**src/hdl/mid_params.svh**
```systemverilog
`ifndef MID_PARAMS_SVH
`define MID_PARAMS_SVH

// ****************************************************************
// Clock and field layout
// ****************************************************************
`define MID_CLK_PERIOD_NS   4
`define MID_FILE_MSB        6
`define MID_LIT_MSB         7
`define MID_TGT_MSB         10
`define MID_DEST_BIT        7
`define MID_BIT_LSB         7
`define MID_BIT_MSB         9

// ****************************************************************
// Fixed instruction words
// ****************************************************************
`define MID_NOP_WORD        14'h0000
`define MID_STANDBY_WORD    14'h0063
`define MID_WDT_CLR_WORD    14'h0064
`define MID_RET_INT_WORD    14'h0009
`define MID_RET_WORD        14'h0008

// ****************************************************************
// File addresses and reset values
// ****************************************************************
`define MID_TIMER_ADDR      7'h01
`define MID_PORT_B_ADDR     7'h06
`define MID_RESET_PC        13'h0000
`define MID_RESET_TIMEOUT   1'b1
`define MID_RESET_POWERDOWN 1'b1

`endif

```
**src/hdl/mid_pkg.sv**
```systemverilog
`default_nettype none
package mid_pkg;

  // Instruction quarters, Gray coded along the cycle
  typedef enum logic [1:0] {
    Q1 = 2'b00,
    Q2 = 2'b01,
    Q3 = 2'b11,
    Q4 = 2'b10
  } mid_quarter_t;

  typedef enum logic [5:0] {
    no_operation, store_acc_to_file, clear_file, clear_accumulator,
    subtract_acc_from_file, decrement_file, or_acc_with_file,
    and_acc_with_file, xor_acc_with_file, add_acc_to_file, move_file,
    complement_file, increment_file, decrement_skip_zero,
    rotate_right_carry, rotate_left_carry, swap_file_nibbles,
    increment_skip_zero, bit_clear_file, bit_set_file,
    bit_test_skip_clear, bit_test_skip_set, call_subroutine,
    jump_absolute, load_literal_acc, return_with_literal, or_literal_acc,
    and_literal_acc, xor_literal_acc, subtract_acc_from_literal,
    add_literal_acc, return_from_call, return_from_interrupt,
    enter_standby, clear_watchdog_count
  } mid_op_t;

  typedef struct packed {
    mid_op_t op;
    logic    wr_file;
    logic    wr_acc;
  } mid_dec_t;

  typedef struct packed {
    logic [7:0] value;
    logic       carry;
    logic       digit_carry_flag;
    logic       zero;
    logic       upd_carry;
    logic       upd_digit;
    logic       upd_zero;
    logic       skip;
  } mid_alu_res_t;

  typedef struct packed {
    mid_quarter_t quarter;
    logic [12:0]  pc;
    logic [12:0]  ret_addr;
    logic [13:0]  instr;
    logic [7:0]   acc;
    logic [7:0]   operand;
    logic         carry;
    logic         digit_carry_flag;
    logic         zero;
    logic         timeout_status_bit;
    logic         powerdown_status_bit;
    logic         asleep;
    logic         file_we;
    logic [6:0]   file_waddr;
    logic [7:0]   file_wdata;
    logic         stack_push;
    logic         stack_pop;
    logic         presc_clear;
    logic         wdt_clear;
    logic         int_enable_set;
    logic [7:0]   pins_meta;
    logic [7:0]   pins_sync;
  } mid_core_state_t;

endpackage : mid_pkg
`default_nettype wire

```
**src/hdl/mid_core.sv**
```systemverilog
`timescale 1ns/100ps
`default_nettype none
`include "mid_params.svh"
module mid_core
  import mid_pkg::*;
(
  // Clock and reset
  input  wire logic        mclk_i,
  input  wire logic        reset_i,
  // Program memory
  output logic [12:0]      pm_addr_o,
  input  wire logic [13:0] pm_data_i,
  // File register space
  output logic [6:0]       file_raddr_o,
  input  wire logic [7:0]  file_rdata_i,
  output logic             file_we_o,
  output logic [6:0]       file_waddr_o,
  output logic [7:0]       file_wdata_o,
  // Port pins, asynchronous
  input  wire logic [7:0]  port_b_pins_i,
  // Hardware stack
  output logic             stack_push_o,
  output logic [12:0]      stack_push_addr_o,
  output logic             stack_pop_o,
  input  wire logic [12:0] stack_tos_i,
  // Page bits and neighbours
  input  wire logic [1:0]  pclath_page_i,
  input  wire logic        presc_on_timer_i,
  input  wire logic        wake_i,
  output logic             presc_clear_o,
  output logic             wdt_clear_o,
  output logic             int_enable_set_o,
  // Core state
  output logic [7:0]       acc_o,
  output logic             carry_o,
  output logic             digit_carry_flag_o,
  output logic             zero_o,
  output logic             timeout_status_bit_o,
  output logic             powerdown_status_bit_o,
  output logic             standby_o,
  output mid_quarter_t     quarter_o
);

  // ****************************************************************
  // Decode
  // ****************************************************************
  // Fixed words first: casez takes the first match
  function automatic mid_dec_t decode(input logic [13:0] w);
    mid_dec_t d;
    d = '{no_operation, 1'b0, 1'b0};
    casez (w)
      `MID_STANDBY_WORD:      d.op = enter_standby;
      `MID_WDT_CLR_WORD:      d.op = clear_watchdog_count;
      `MID_RET_INT_WORD:      d.op = return_from_interrupt;
      `MID_RET_WORD:          d.op = return_from_call;
      14'b00_0000_1???_????: d.op = store_acc_to_file;
      14'b00_0001_1???_????: d.op = clear_file;
      14'b00_0001_0???_????: d.op = clear_accumulator;
      14'b00_0010_????_????: d.op = subtract_acc_from_file;
      14'b00_0011_????_????: d.op = decrement_file;
      14'b00_0100_????_????: d.op = or_acc_with_file;
      14'b00_0101_????_????: d.op = and_acc_with_file;
      14'b00_0110_????_????: d.op = xor_acc_with_file;
      14'b00_0111_????_????: d.op = add_acc_to_file;
      14'b00_1000_????_????: d.op = move_file;
      14'b00_1001_????_????: d.op = complement_file;
      14'b00_1010_????_????: d.op = increment_file;
      14'b00_1011_????_????: d.op = decrement_skip_zero;
      14'b00_1100_????_????: d.op = rotate_right_carry;
      14'b00_1101_????_????: d.op = rotate_left_carry;
      14'b00_1110_????_????: d.op = swap_file_nibbles;
      14'b00_1111_????_????: d.op = increment_skip_zero;
      14'b01_00??_????_????: d.op = bit_clear_file;
      14'b01_01??_????_????: d.op = bit_set_file;
      14'b01_10??_????_????: d.op = bit_test_skip_clear;
      14'b01_11??_????_????: d.op = bit_test_skip_set;
      14'b10_0???_????_????: d.op = call_subroutine;
      14'b10_1???_????_????: d.op = jump_absolute;
      14'b11_00??_????_????: d.op = load_literal_acc;
      14'b11_01??_????_????: d.op = return_with_literal;
      14'b11_1000_????_????: d.op = or_literal_acc;
      14'b11_1001_????_????: d.op = and_literal_acc;
      14'b11_1010_????_????: d.op = xor_literal_acc;
      14'b11_110?_????_????: d.op = subtract_acc_from_literal;
      14'b11_111?_????_????: d.op = add_literal_acc;
      default:               d.op = no_operation;
    endcase
    // Byte results follow the destination bit
    if ((w[13:12] == 2'b00) && (w[11:8] != 4'h0 || w[7]))
    begin
      d.wr_file = w[`MID_DEST_BIT];
      d.wr_acc  = !w[`MID_DEST_BIT];
    end
    if (d.op inside {bit_clear_file, bit_set_file})
      d.wr_file = 1'b1;
    // Every literal form, the returning one too, lands in the accumulator
    if (w[13:12] == 2'b11)
      d.wr_acc = 1'b1;
    return d;
  endfunction : decode

  // ****************************************************************
  // State and datapath
  // ****************************************************************
  mid_core_state_t s_q;
  mid_core_state_t s_d;
  mid_dec_t        dec;
  mid_alu_res_t    alu;
  logic [7:0]      alu_opnd;
  logic [6:0]      faddr;
  logic            exec;

  assign dec      = decode(s_q.instr);
  assign faddr    = s_q.instr[`MID_FILE_MSB:0];
  assign exec     = (s_q.quarter == Q4) && !s_q.asleep;
  // Literal forms take the operand from the word itself
  assign alu_opnd = (s_q.instr[13:12] == 2'b11) ? s_q.instr[`MID_LIT_MSB:0] : s_q.operand;

  mid_alu u_alu (
    .op_i      (dec.op),
    .acc_i     (s_q.acc),
    .opnd_i    (alu_opnd),
    .bit_sel_i (s_q.instr[`MID_BIT_MSB:`MID_BIT_LSB]),
    .carry_i   (s_q.carry),
    .res_o     (alu)
  );

  // Next state: quarter sequencing, operand read, execute at Q4
  always_comb
  begin
    s_d                = s_q;
    s_d.pins_meta      = port_b_pins_i;
    s_d.pins_sync      = s_q.pins_meta;
    s_d.file_we        = 1'b0;
    s_d.stack_push     = 1'b0;
    s_d.stack_pop      = 1'b0;
    s_d.presc_clear    = 1'b0;
    s_d.wdt_clear      = 1'b0;
    s_d.int_enable_set = 1'b0;
    unique case (s_q.quarter)
      Q1: s_d.quarter = Q2;
      Q2:
      begin
        s_d.quarter = Q3;
        // Pins, not the output latch, for port reads
        s_d.operand = (faddr == `MID_PORT_B_ADDR) ? s_q.pins_sync : file_rdata_i;
      end
      Q3: s_d.quarter = Q4;
      Q4:
      begin
        s_d.quarter = Q1;
        if (s_q.asleep)
        begin
          // Prefetched word waits until wake
          if (wake_i)
            s_d.asleep = 1'b0;
        end
        else
        begin
          s_d.instr = pm_data_i;
          s_d.pc    = 13'(s_q.pc + 13'h0001);
          // Flushing loads a no-operation for the second cycle
          if (alu.skip)
            s_d.instr = `MID_NOP_WORD;
          if (dec.op inside {call_subroutine, jump_absolute})
          begin
            s_d.instr = `MID_NOP_WORD;
            s_d.pc    = {pclath_page_i, s_q.instr[`MID_TGT_MSB:0]};
          end
          if (dec.op == call_subroutine)
          begin
            s_d.stack_push = 1'b1;
            s_d.ret_addr   = s_q.pc;
          end
          if (dec.op inside {return_from_call, return_from_interrupt, return_with_literal})
          begin
            s_d.instr     = `MID_NOP_WORD;
            s_d.pc        = stack_tos_i;
            s_d.stack_pop = 1'b1;
          end
          s_d.int_enable_set = (dec.op == return_from_interrupt);
          if (dec.wr_acc)
            s_d.acc = alu.value;
          if (dec.wr_file)
          begin
            s_d.file_we    = 1'b1;
            s_d.file_waddr = faddr;
            s_d.file_wdata = alu.value;
            // Prescaler clear only when it serves the timer
            s_d.presc_clear = (faddr == `MID_TIMER_ADDR) && presc_on_timer_i;
          end
          if (alu.upd_carry)
            s_d.carry = alu.carry;
          if (alu.upd_digit)
            s_d.digit_carry_flag = alu.digit_carry_flag;
          if (alu.upd_zero)
            s_d.zero = alu.zero;
          if (dec.op == enter_standby)
          begin
            s_d.asleep               = 1'b1;
            s_d.timeout_status_bit   = 1'b1;
            s_d.powerdown_status_bit = 1'b0;
          end
          if (dec.op == clear_watchdog_count)
          begin
            s_d.wdt_clear            = 1'b1;
            s_d.timeout_status_bit   = 1'b1;
            s_d.powerdown_status_bit = 1'b1;
          end
        end
      end
    endcase
  end

  // Register the whole state; reset loads constants only
  always_ff @(posedge mclk_i)
  begin
    if (reset_i)
    begin
      s_q                      <= '0;
      s_q.quarter              <= Q1;
      s_q.pc                   <= `MID_RESET_PC;
      s_q.instr                <= `MID_NOP_WORD;
      s_q.timeout_status_bit   <= `MID_RESET_TIMEOUT;
      s_q.powerdown_status_bit <= `MID_RESET_POWERDOWN;
    end
    else
      s_q <= s_d;
  end

  // ****************************************************************
  // Outputs
  // ****************************************************************
  assign pm_addr_o              = s_q.pc;
  assign file_raddr_o           = faddr;
  assign file_we_o              = s_q.file_we;
  assign file_waddr_o           = s_q.file_waddr;
  assign file_wdata_o           = s_q.file_wdata;
  assign stack_push_o           = s_q.stack_push;
  assign stack_push_addr_o      = s_q.ret_addr;
  assign stack_pop_o            = s_q.stack_pop;
  assign presc_clear_o          = s_q.presc_clear;
  assign wdt_clear_o            = s_q.wdt_clear;
  assign int_enable_set_o       = s_q.int_enable_set;
  assign acc_o                  = s_q.acc;
  assign carry_o                = s_q.carry;
  assign digit_carry_flag_o     = s_q.digit_carry_flag;
  assign zero_o                 = s_q.zero;
  assign timeout_status_bit_o   = s_q.timeout_status_bit;
  assign powerdown_status_bit_o = s_q.powerdown_status_bit;
  assign standby_o              = s_q.asleep;
  assign quarter_o              = s_q.quarter;

  logic [7:0] sub_ref;
  assign sub_ref = 8'(s_q.instr[`MID_LIT_MSB:0] - s_q.acc);
endmodule : mid_core
`default_nettype wire

```
**src/hdl/mid_alu.sv**
```systemverilog
`timescale 1ns/100ps
`default_nettype none
`include "mid_params.svh"
module mid_alu
  import mid_pkg::*;
(
  // Operation select
  input  wire mid_op_t      op_i,
  // Operands
  input  wire logic [7:0]   acc_i,
  input  wire logic [7:0]   opnd_i,
  input  wire logic [2:0]   bit_sel_i,
  input  wire logic         carry_i,
  // Result and flag updates
  output var  mid_alu_res_t res_o
);

  // ****************************************************************
  // Shared adder
  // ****************************************************************
  // Carry out and nibble carry; subtraction feeds inverted accumulator
  function automatic logic [9:0] add8(input logic [7:0] a,
                                      input logic [7:0] b,
                                      input logic       cin);
    logic [4:0] lo;
    logic [8:0] full;
    lo   = {1'b0, a[3:0]} + {1'b0, b[3:0]} + {4'h0, cin};
    full = {1'b0, a} + {1'b0, b} + {8'h00, cin};
    return {full[8], lo[4], full[7:0]};
  endfunction : add8

  // ****************************************************************
  // Operation table
  // ****************************************************************
  // Carry after subtraction means no borrow
  always_comb
  begin
    logic [9:0] sum;
    logic [7:0] mask;
    sum   = 10'h000;
    mask  = 8'(8'h01 << bit_sel_i);
    res_o = '0;
    case (op_i)
      store_acc_to_file: res_o.value = acc_i;
      clear_file, clear_accumulator: res_o.upd_zero = 1'b1;
      subtract_acc_from_file, subtract_acc_from_literal:
      begin
        sum = add8(opnd_i, ~acc_i, 1'b1);
        res_o.upd_carry = 1'b1;
        res_o.upd_digit = 1'b1;
        res_o.upd_zero  = 1'b1;
      end
      add_acc_to_file, add_literal_acc:
      begin
        sum = add8(acc_i, opnd_i, 1'b0);
        res_o.upd_carry = 1'b1;
        res_o.upd_digit = 1'b1;
        res_o.upd_zero  = 1'b1;
      end
      decrement_file, decrement_skip_zero:
      begin
        res_o.value    = 8'(opnd_i - 8'h01);
        res_o.upd_zero = (op_i == decrement_file);
        res_o.skip     = (op_i == decrement_skip_zero) && (opnd_i == 8'h01);
      end
      increment_file, increment_skip_zero:
      begin
        res_o.value    = 8'(opnd_i + 8'h01);
        res_o.upd_zero = (op_i == increment_file);
        res_o.skip     = (op_i == increment_skip_zero) && (opnd_i == 8'hFF);
      end
      or_acc_with_file, or_literal_acc:
      begin
        res_o.value    = acc_i | opnd_i;
        res_o.upd_zero = 1'b1;
      end
      and_acc_with_file, and_literal_acc:
      begin
        res_o.value    = acc_i & opnd_i;
        res_o.upd_zero = 1'b1;
      end
      xor_acc_with_file, xor_literal_acc:
      begin
        res_o.value    = acc_i ^ opnd_i;
        res_o.upd_zero = 1'b1;
      end
      move_file, complement_file:
      begin
        res_o.value    = (op_i == move_file) ? opnd_i : ~opnd_i;
        res_o.upd_zero = 1'b1;
      end
      rotate_left_carry:
      begin
        res_o.value     = {opnd_i[6:0], carry_i};
        res_o.carry     = opnd_i[7];
        res_o.upd_carry = 1'b1;
      end
      rotate_right_carry:
      begin
        res_o.value     = {carry_i, opnd_i[7:1]};
        res_o.carry     = opnd_i[0];
        res_o.upd_carry = 1'b1;
      end
      swap_file_nibbles: res_o.value = {opnd_i[3:0], opnd_i[7:4]};
      bit_clear_file: res_o.value = opnd_i & ~mask;
      bit_set_file: res_o.value = opnd_i | mask;
      bit_test_skip_clear: res_o.skip = ((opnd_i & mask) == 8'h00);
      bit_test_skip_set: res_o.skip = ((opnd_i & mask) != 8'h00);
      load_literal_acc, return_with_literal: res_o.value = opnd_i;
      default: res_o.value = 8'h00;
    endcase
    if (res_o.upd_carry && res_o.upd_digit)
    begin
      res_o.value            = sum[7:0];
      res_o.carry            = sum[9];
      res_o.digit_carry_flag = sum[8];
    end
    res_o.zero = (res_o.value == 8'h00);
  end

endmodule : mid_alu
`default_nettype wire

```
**config.mk**
```make
export PLATFORM = sky130hd
export DESIGN_NAME = mid_core
export DESIGN_NICKNAME = d
export VERILOG_FILES = /design/src/hdl/mid_pkg.sv /design/src/hdl/mid_core.sv /design/src/hdl/mid_alu.sv
export VERILOG_INCLUDE_DIRS = /design/src /design/src/hdl
export SDC_FILE = /design/constraint.sdc
export NUM_CORES = 1
export LEC_CHECK = 0
export BUFFER_PORTS_ARGS = -buffer_cell sky130_fd_sc_hd__buf_2
export CORE_MARGIN = 2
export CORE_UTILIZATION = 52
export CTS_BUF_LIST = sky130_fd_sc_hd__clkbuf_4 sky130_fd_sc_hd__clkbuf_8
export DETAILED_ROUTE_END_ITERATION = 16
export PLACE_DENSITY = 0.74
export SYNTH_ARGS = -nofsm -noshare
export SYNTH_HDL_FRONTEND = slang
export SYNTH_SLANG_ARGS = --single-unit
```
**constraint.sdc**
```tcl
create_clock -name mclk_i -period 5.4 [get_ports mclk_i]
set_input_delay 0.54 -clock mclk_i [delete_from_list [all_inputs] [get_ports mclk_i]]
set_output_delay 0.54 -clock mclk_i [all_outputs]
set_load 0.01 [all_outputs]
```
==> summary.txt <==
========================================================================================
Worst slew margin relative to its limit                                            26.5%
Final total power                                                              0.00166 W
Share of synthesized registers carrying an async set or reset                         0%
CTS hold repair buffers                                                                0
Area of the die                                                              14900 sq um
Worst min-delay path endpoint                                               s_d[5]$_SDFF_PP0_
Accumulated negative setup slack                                                    0 ns
Final worst-path cycle share                                                       82.6%
Critical Path Max Stage Delay                                                    0.52 ns
Total setup violations reported at the end of the flow                                 0
Startpoint of the worst register-to-register path                           s_q[71]$_SDFFE_PP0P_
Critical path endpoint category                                                     flop
Final Net Count                                                                     1026
Insertion delay of the later-clocked pin in the worst-skew pair                  0.39 ns
Number of enable-type register cells in the synthesized netlist                        0
Global Route Usage Sum                                                             31.6%
Required time of the worst setup path                                            5.72 ns
Int Power                                                                      0.00109 W
Reg power frac                                                                     48.2%
Final global-route overflow total                                                      0
Number of antenna violations at the first check in global routing                      0
Die W                                                                             122 um
Largest net degree at the start of global routing                                     94
Startpoint of the tightest hold check path                                  port_b_pins_i[5]
Residual DRC count                                                                     0
Launching element type of the critical path                                         flop
Most used flip-flop cell after synthesis                                    sky130_fd_sc_hd__dfxtp_1
Clock-pin slew of the registers on the worst-case setup and hold paths           0.12 ns
HPWL after DPL                                                                   17.1 mm
Largest fanout on the critical path                                                   34
Critical setup path kind                                                    flop to flop
Fin Clk Skew                                                                   0.0189 ns
Y dimension of the die                                                            122 um
Arrival time of data at the critical path endpoint                               4.78 ns
Syn Area/Cell                                                                 7.86 sq um
Total power density per cell area                                            215 nW/um^2
Path category of the worst min-delay check                                  input port to flop
I/O pin cnt                                                                          119
Starting density of the core                                                       52.7%
Count of antenna-violating nets left after detailed routing                            0
Switching Power                                                               0.000572 W
Leakage power figure                                                             3.13 nW
Number of search-and-repair iterations in the first detailed-routing pass              6
Number of placement rows                                                              43
Slew at the pin closest to its max-slew limit                                    1.10 ns
Number of instances in the synthesized netlist                                       921
CTS tree                                                                            done
Share of synthesized area occupied by flip-flops and latches                       27.9%
Root buffer cell                                                            sky130_fd_sc_hd__clkbuf_8
Critical path's slowest cell                                                sky130_fd_sc_hd__or4b_1
CTS resizes                                                                            0
Kind of cell adding the most delay to the critical path                     compound AO/OA/AOI/OAI gates
Leading cell types in the layout, fill and taps excluded                    118 x sky130_fd_sc_hd__nor2_1, 118 x sky130_fd_sc_hd__buf_2, 101 x sky130_fd_sc_hd__dfxtp_1, 63 x sky130_fd_sc_hd__nand2_1, 51 x sky130_fd_sc_hd__a211oi_1
Number of cells on the worst hold path                                                 2
Maximum number of buffers from clock root to sink                                      2
Total number of H-tree levels                                                          3
Diode count                                                                            0
Layout Area Growth over Synthesis                                                  6.85%
Critical Path, Cell by Cell                                                 buf_4, and2_1, buf_4, mux2i_1, inv_1, ha_1, o21ai_0, a21oi_1, o21ai_0, o221a_2, o221ai_1, or4b_1, or4_1, o31ai_2
Max-cap violations                                                                     0
Hold Fails Final Rpt                                                                   0
Detailed-route wire length                                                       23.7 mm
Time the final worst path needs with I/O delays and setup                        4.46 ns
Unrepaired setup endpoints after global routing                                       no
Count of input and output buffers                                                    118
Fraction of final layout cells sized beyond drive strength 1                       19.7%
Endpoint of the most critical register-to-register path                     zero_o$_SDFFE_PP0P_
Combinational share of power                                                       22.6%
Result of the run                                                           finished, final reports clean
Portion of total power attributed to the clock network                             29.2%
Clock buffer count from CTS                                                            9
Fin. max-slew vios                                                                     0
Number of sinks on the clock net                                                     101
Distinct cells, synth                                                                 90
Count of warnings emitted by yosys                                                     0
Core Box Area                                                                13700 sq um
Post-CTS Setup Repair Bufs                                                             0
Flip-flop and latch count after synthesis                                            101
Depth of the worst register-to-register path                                          14
Via count normalized by instance count                                              6.38
Net switching share of the total power                                             34.4%
Final weighted congestion in routability-driven placement                           1.06
Vias in the first global route                                                      6512
Average routed wire per standard cell                                            20.8 um
Drt initial violations                                                               937
Register-to-register setup slack                                                 0.94 ns
WP buf/inv                                                                             3
Worst vdd rail ir drop                                                            192 uV
Post-synth net total                                                                 992
Vias post-DR                                                                        7277
Post-synthesis cell area                                                      7240 sq um
Final core utilization                                                             56.4%
Fillers                                                                             1317
Fmax                                                                             224 MHz
Wire length of the first global-routing pass                                     36.6 mm
========================================================================================
-- registers in the layout (all words and copies together), names as in the netlist, 2 cells and up --
name	count
s_q	23
stack_push_addr_o	13
file_wdata_o	8
pm_addr_o	13
file_waddr_o	7
s_d	8
file_raddr_o	7
quarter_o	2
acc_o	8
-- stage by stage --
step | area [sq um] | hold WS [ns] | cells | setup WS, ns
floorplan | 7240 | 0.414 | 921 | 1.29
global placement | 7530 | 0.414 | 1124 | 1.13
detailed placement | 7530 | 0.425 | 1124 | 1.00
CTS | 7730 | 0.347 | 1140 | 0.999
global route | 7730 | 0.350 | 1140 | 0.640
finish | 7730 | 0.362 | 1140 | 0.938
-- metal layers --
layer,track usage (%),wire [um],up-vias
met5,0,0,-
met4,12.8,807,0
met3,8.33,2560,80
met2,46.7,10400,437
met1,43.7,9900,3377
li1,-,-,3383
-- Yosys cell counts, drive strengths merged, types with 23 or more instances --
cell      n  area share (%)
o21ai    45             3.1
a211oi   51             5.3
mux2i    33             4.6
clkbuf   39             2.0
nor2b    31             2.7
buf      83             8.3
nor3     23             1.6
inv      26             1.3
nor2    118             6.1
a21oi    40             2.8
nand2    64             3.4
dfxtp   101              28
-- cell type report --
type | instances | area, sq um | area share (%)
well taps | 180 | 225 | 2.91
inverters | 28 | 105 | 1.36
multi-input cells | 670 | 4390 | 56.8
clock buffers | 9 | 124 | 1.60
clock inverters | 7 | 73.8 | 0.955
flip-flops and latches | 101 | 2020 | 26.1
repair buffers | 145 | 793 | 10.3
-- power groups by stage --
stage	logic [W]	clock network (W)	registers, W
floorplan	0.000272	0	0.000801
global placement	0.000365	0	0.000817
detailed placement	0.000363	0	0.000817
CTS	0.000365	0.000497	0.000800
global route	0.000405	0.000527	0.000804
finish	0.000376	0.000486	0.000802
-- worst max path at each step --
stage | slack, ns | cells after the start | startpoint | end
after floorplan | 1.29 | 16 | s_q[72]$_SDFFE_PP0P_ | zero_o$_SDFFE_PP0P_
after global placement | 1.13 | 14 | s_q[72]$_SDFFE_PP0P_ | zero_o$_SDFFE_PP0P_
after detailed placement | 1.00 | 14 | s_q[72]$_SDFFE_PP0P_ | zero_o$_SDFFE_PP0P_
after CTS | 1.0 | 14 | s_q[72]$_SDFFE_PP0P_ | zero_o$_SDFFE_PP0P_
after global routing | 0.64 | 14 | s_q[72]$_SDFFE_PP0P_ | zero_o$_SDFFE_PP0P_
final | 0.94 | 14 | s_q[71]$_SDFFE_PP0P_ | zero_o$_SDFFE_PP0P_
-- cells by family (layout without fill, tap and decap cells) --
group | Yosys count | after routing | synth area share [%]
and+or+nand+nor | 341 | 341 | 24.0
AOI/OAI and AO/OA | 253 | 253 | 24.8
buffers and inverters | 150 | 189 | 11.7
DFF | 101 | 101 | 27.9
muxes | 36 | 36 | 5.24
adders and majority gates | 22 | 22 | 4.01
xor gates and xnor gates | 18 | 18 | 2.18
(Power assumes the default switching activity.)
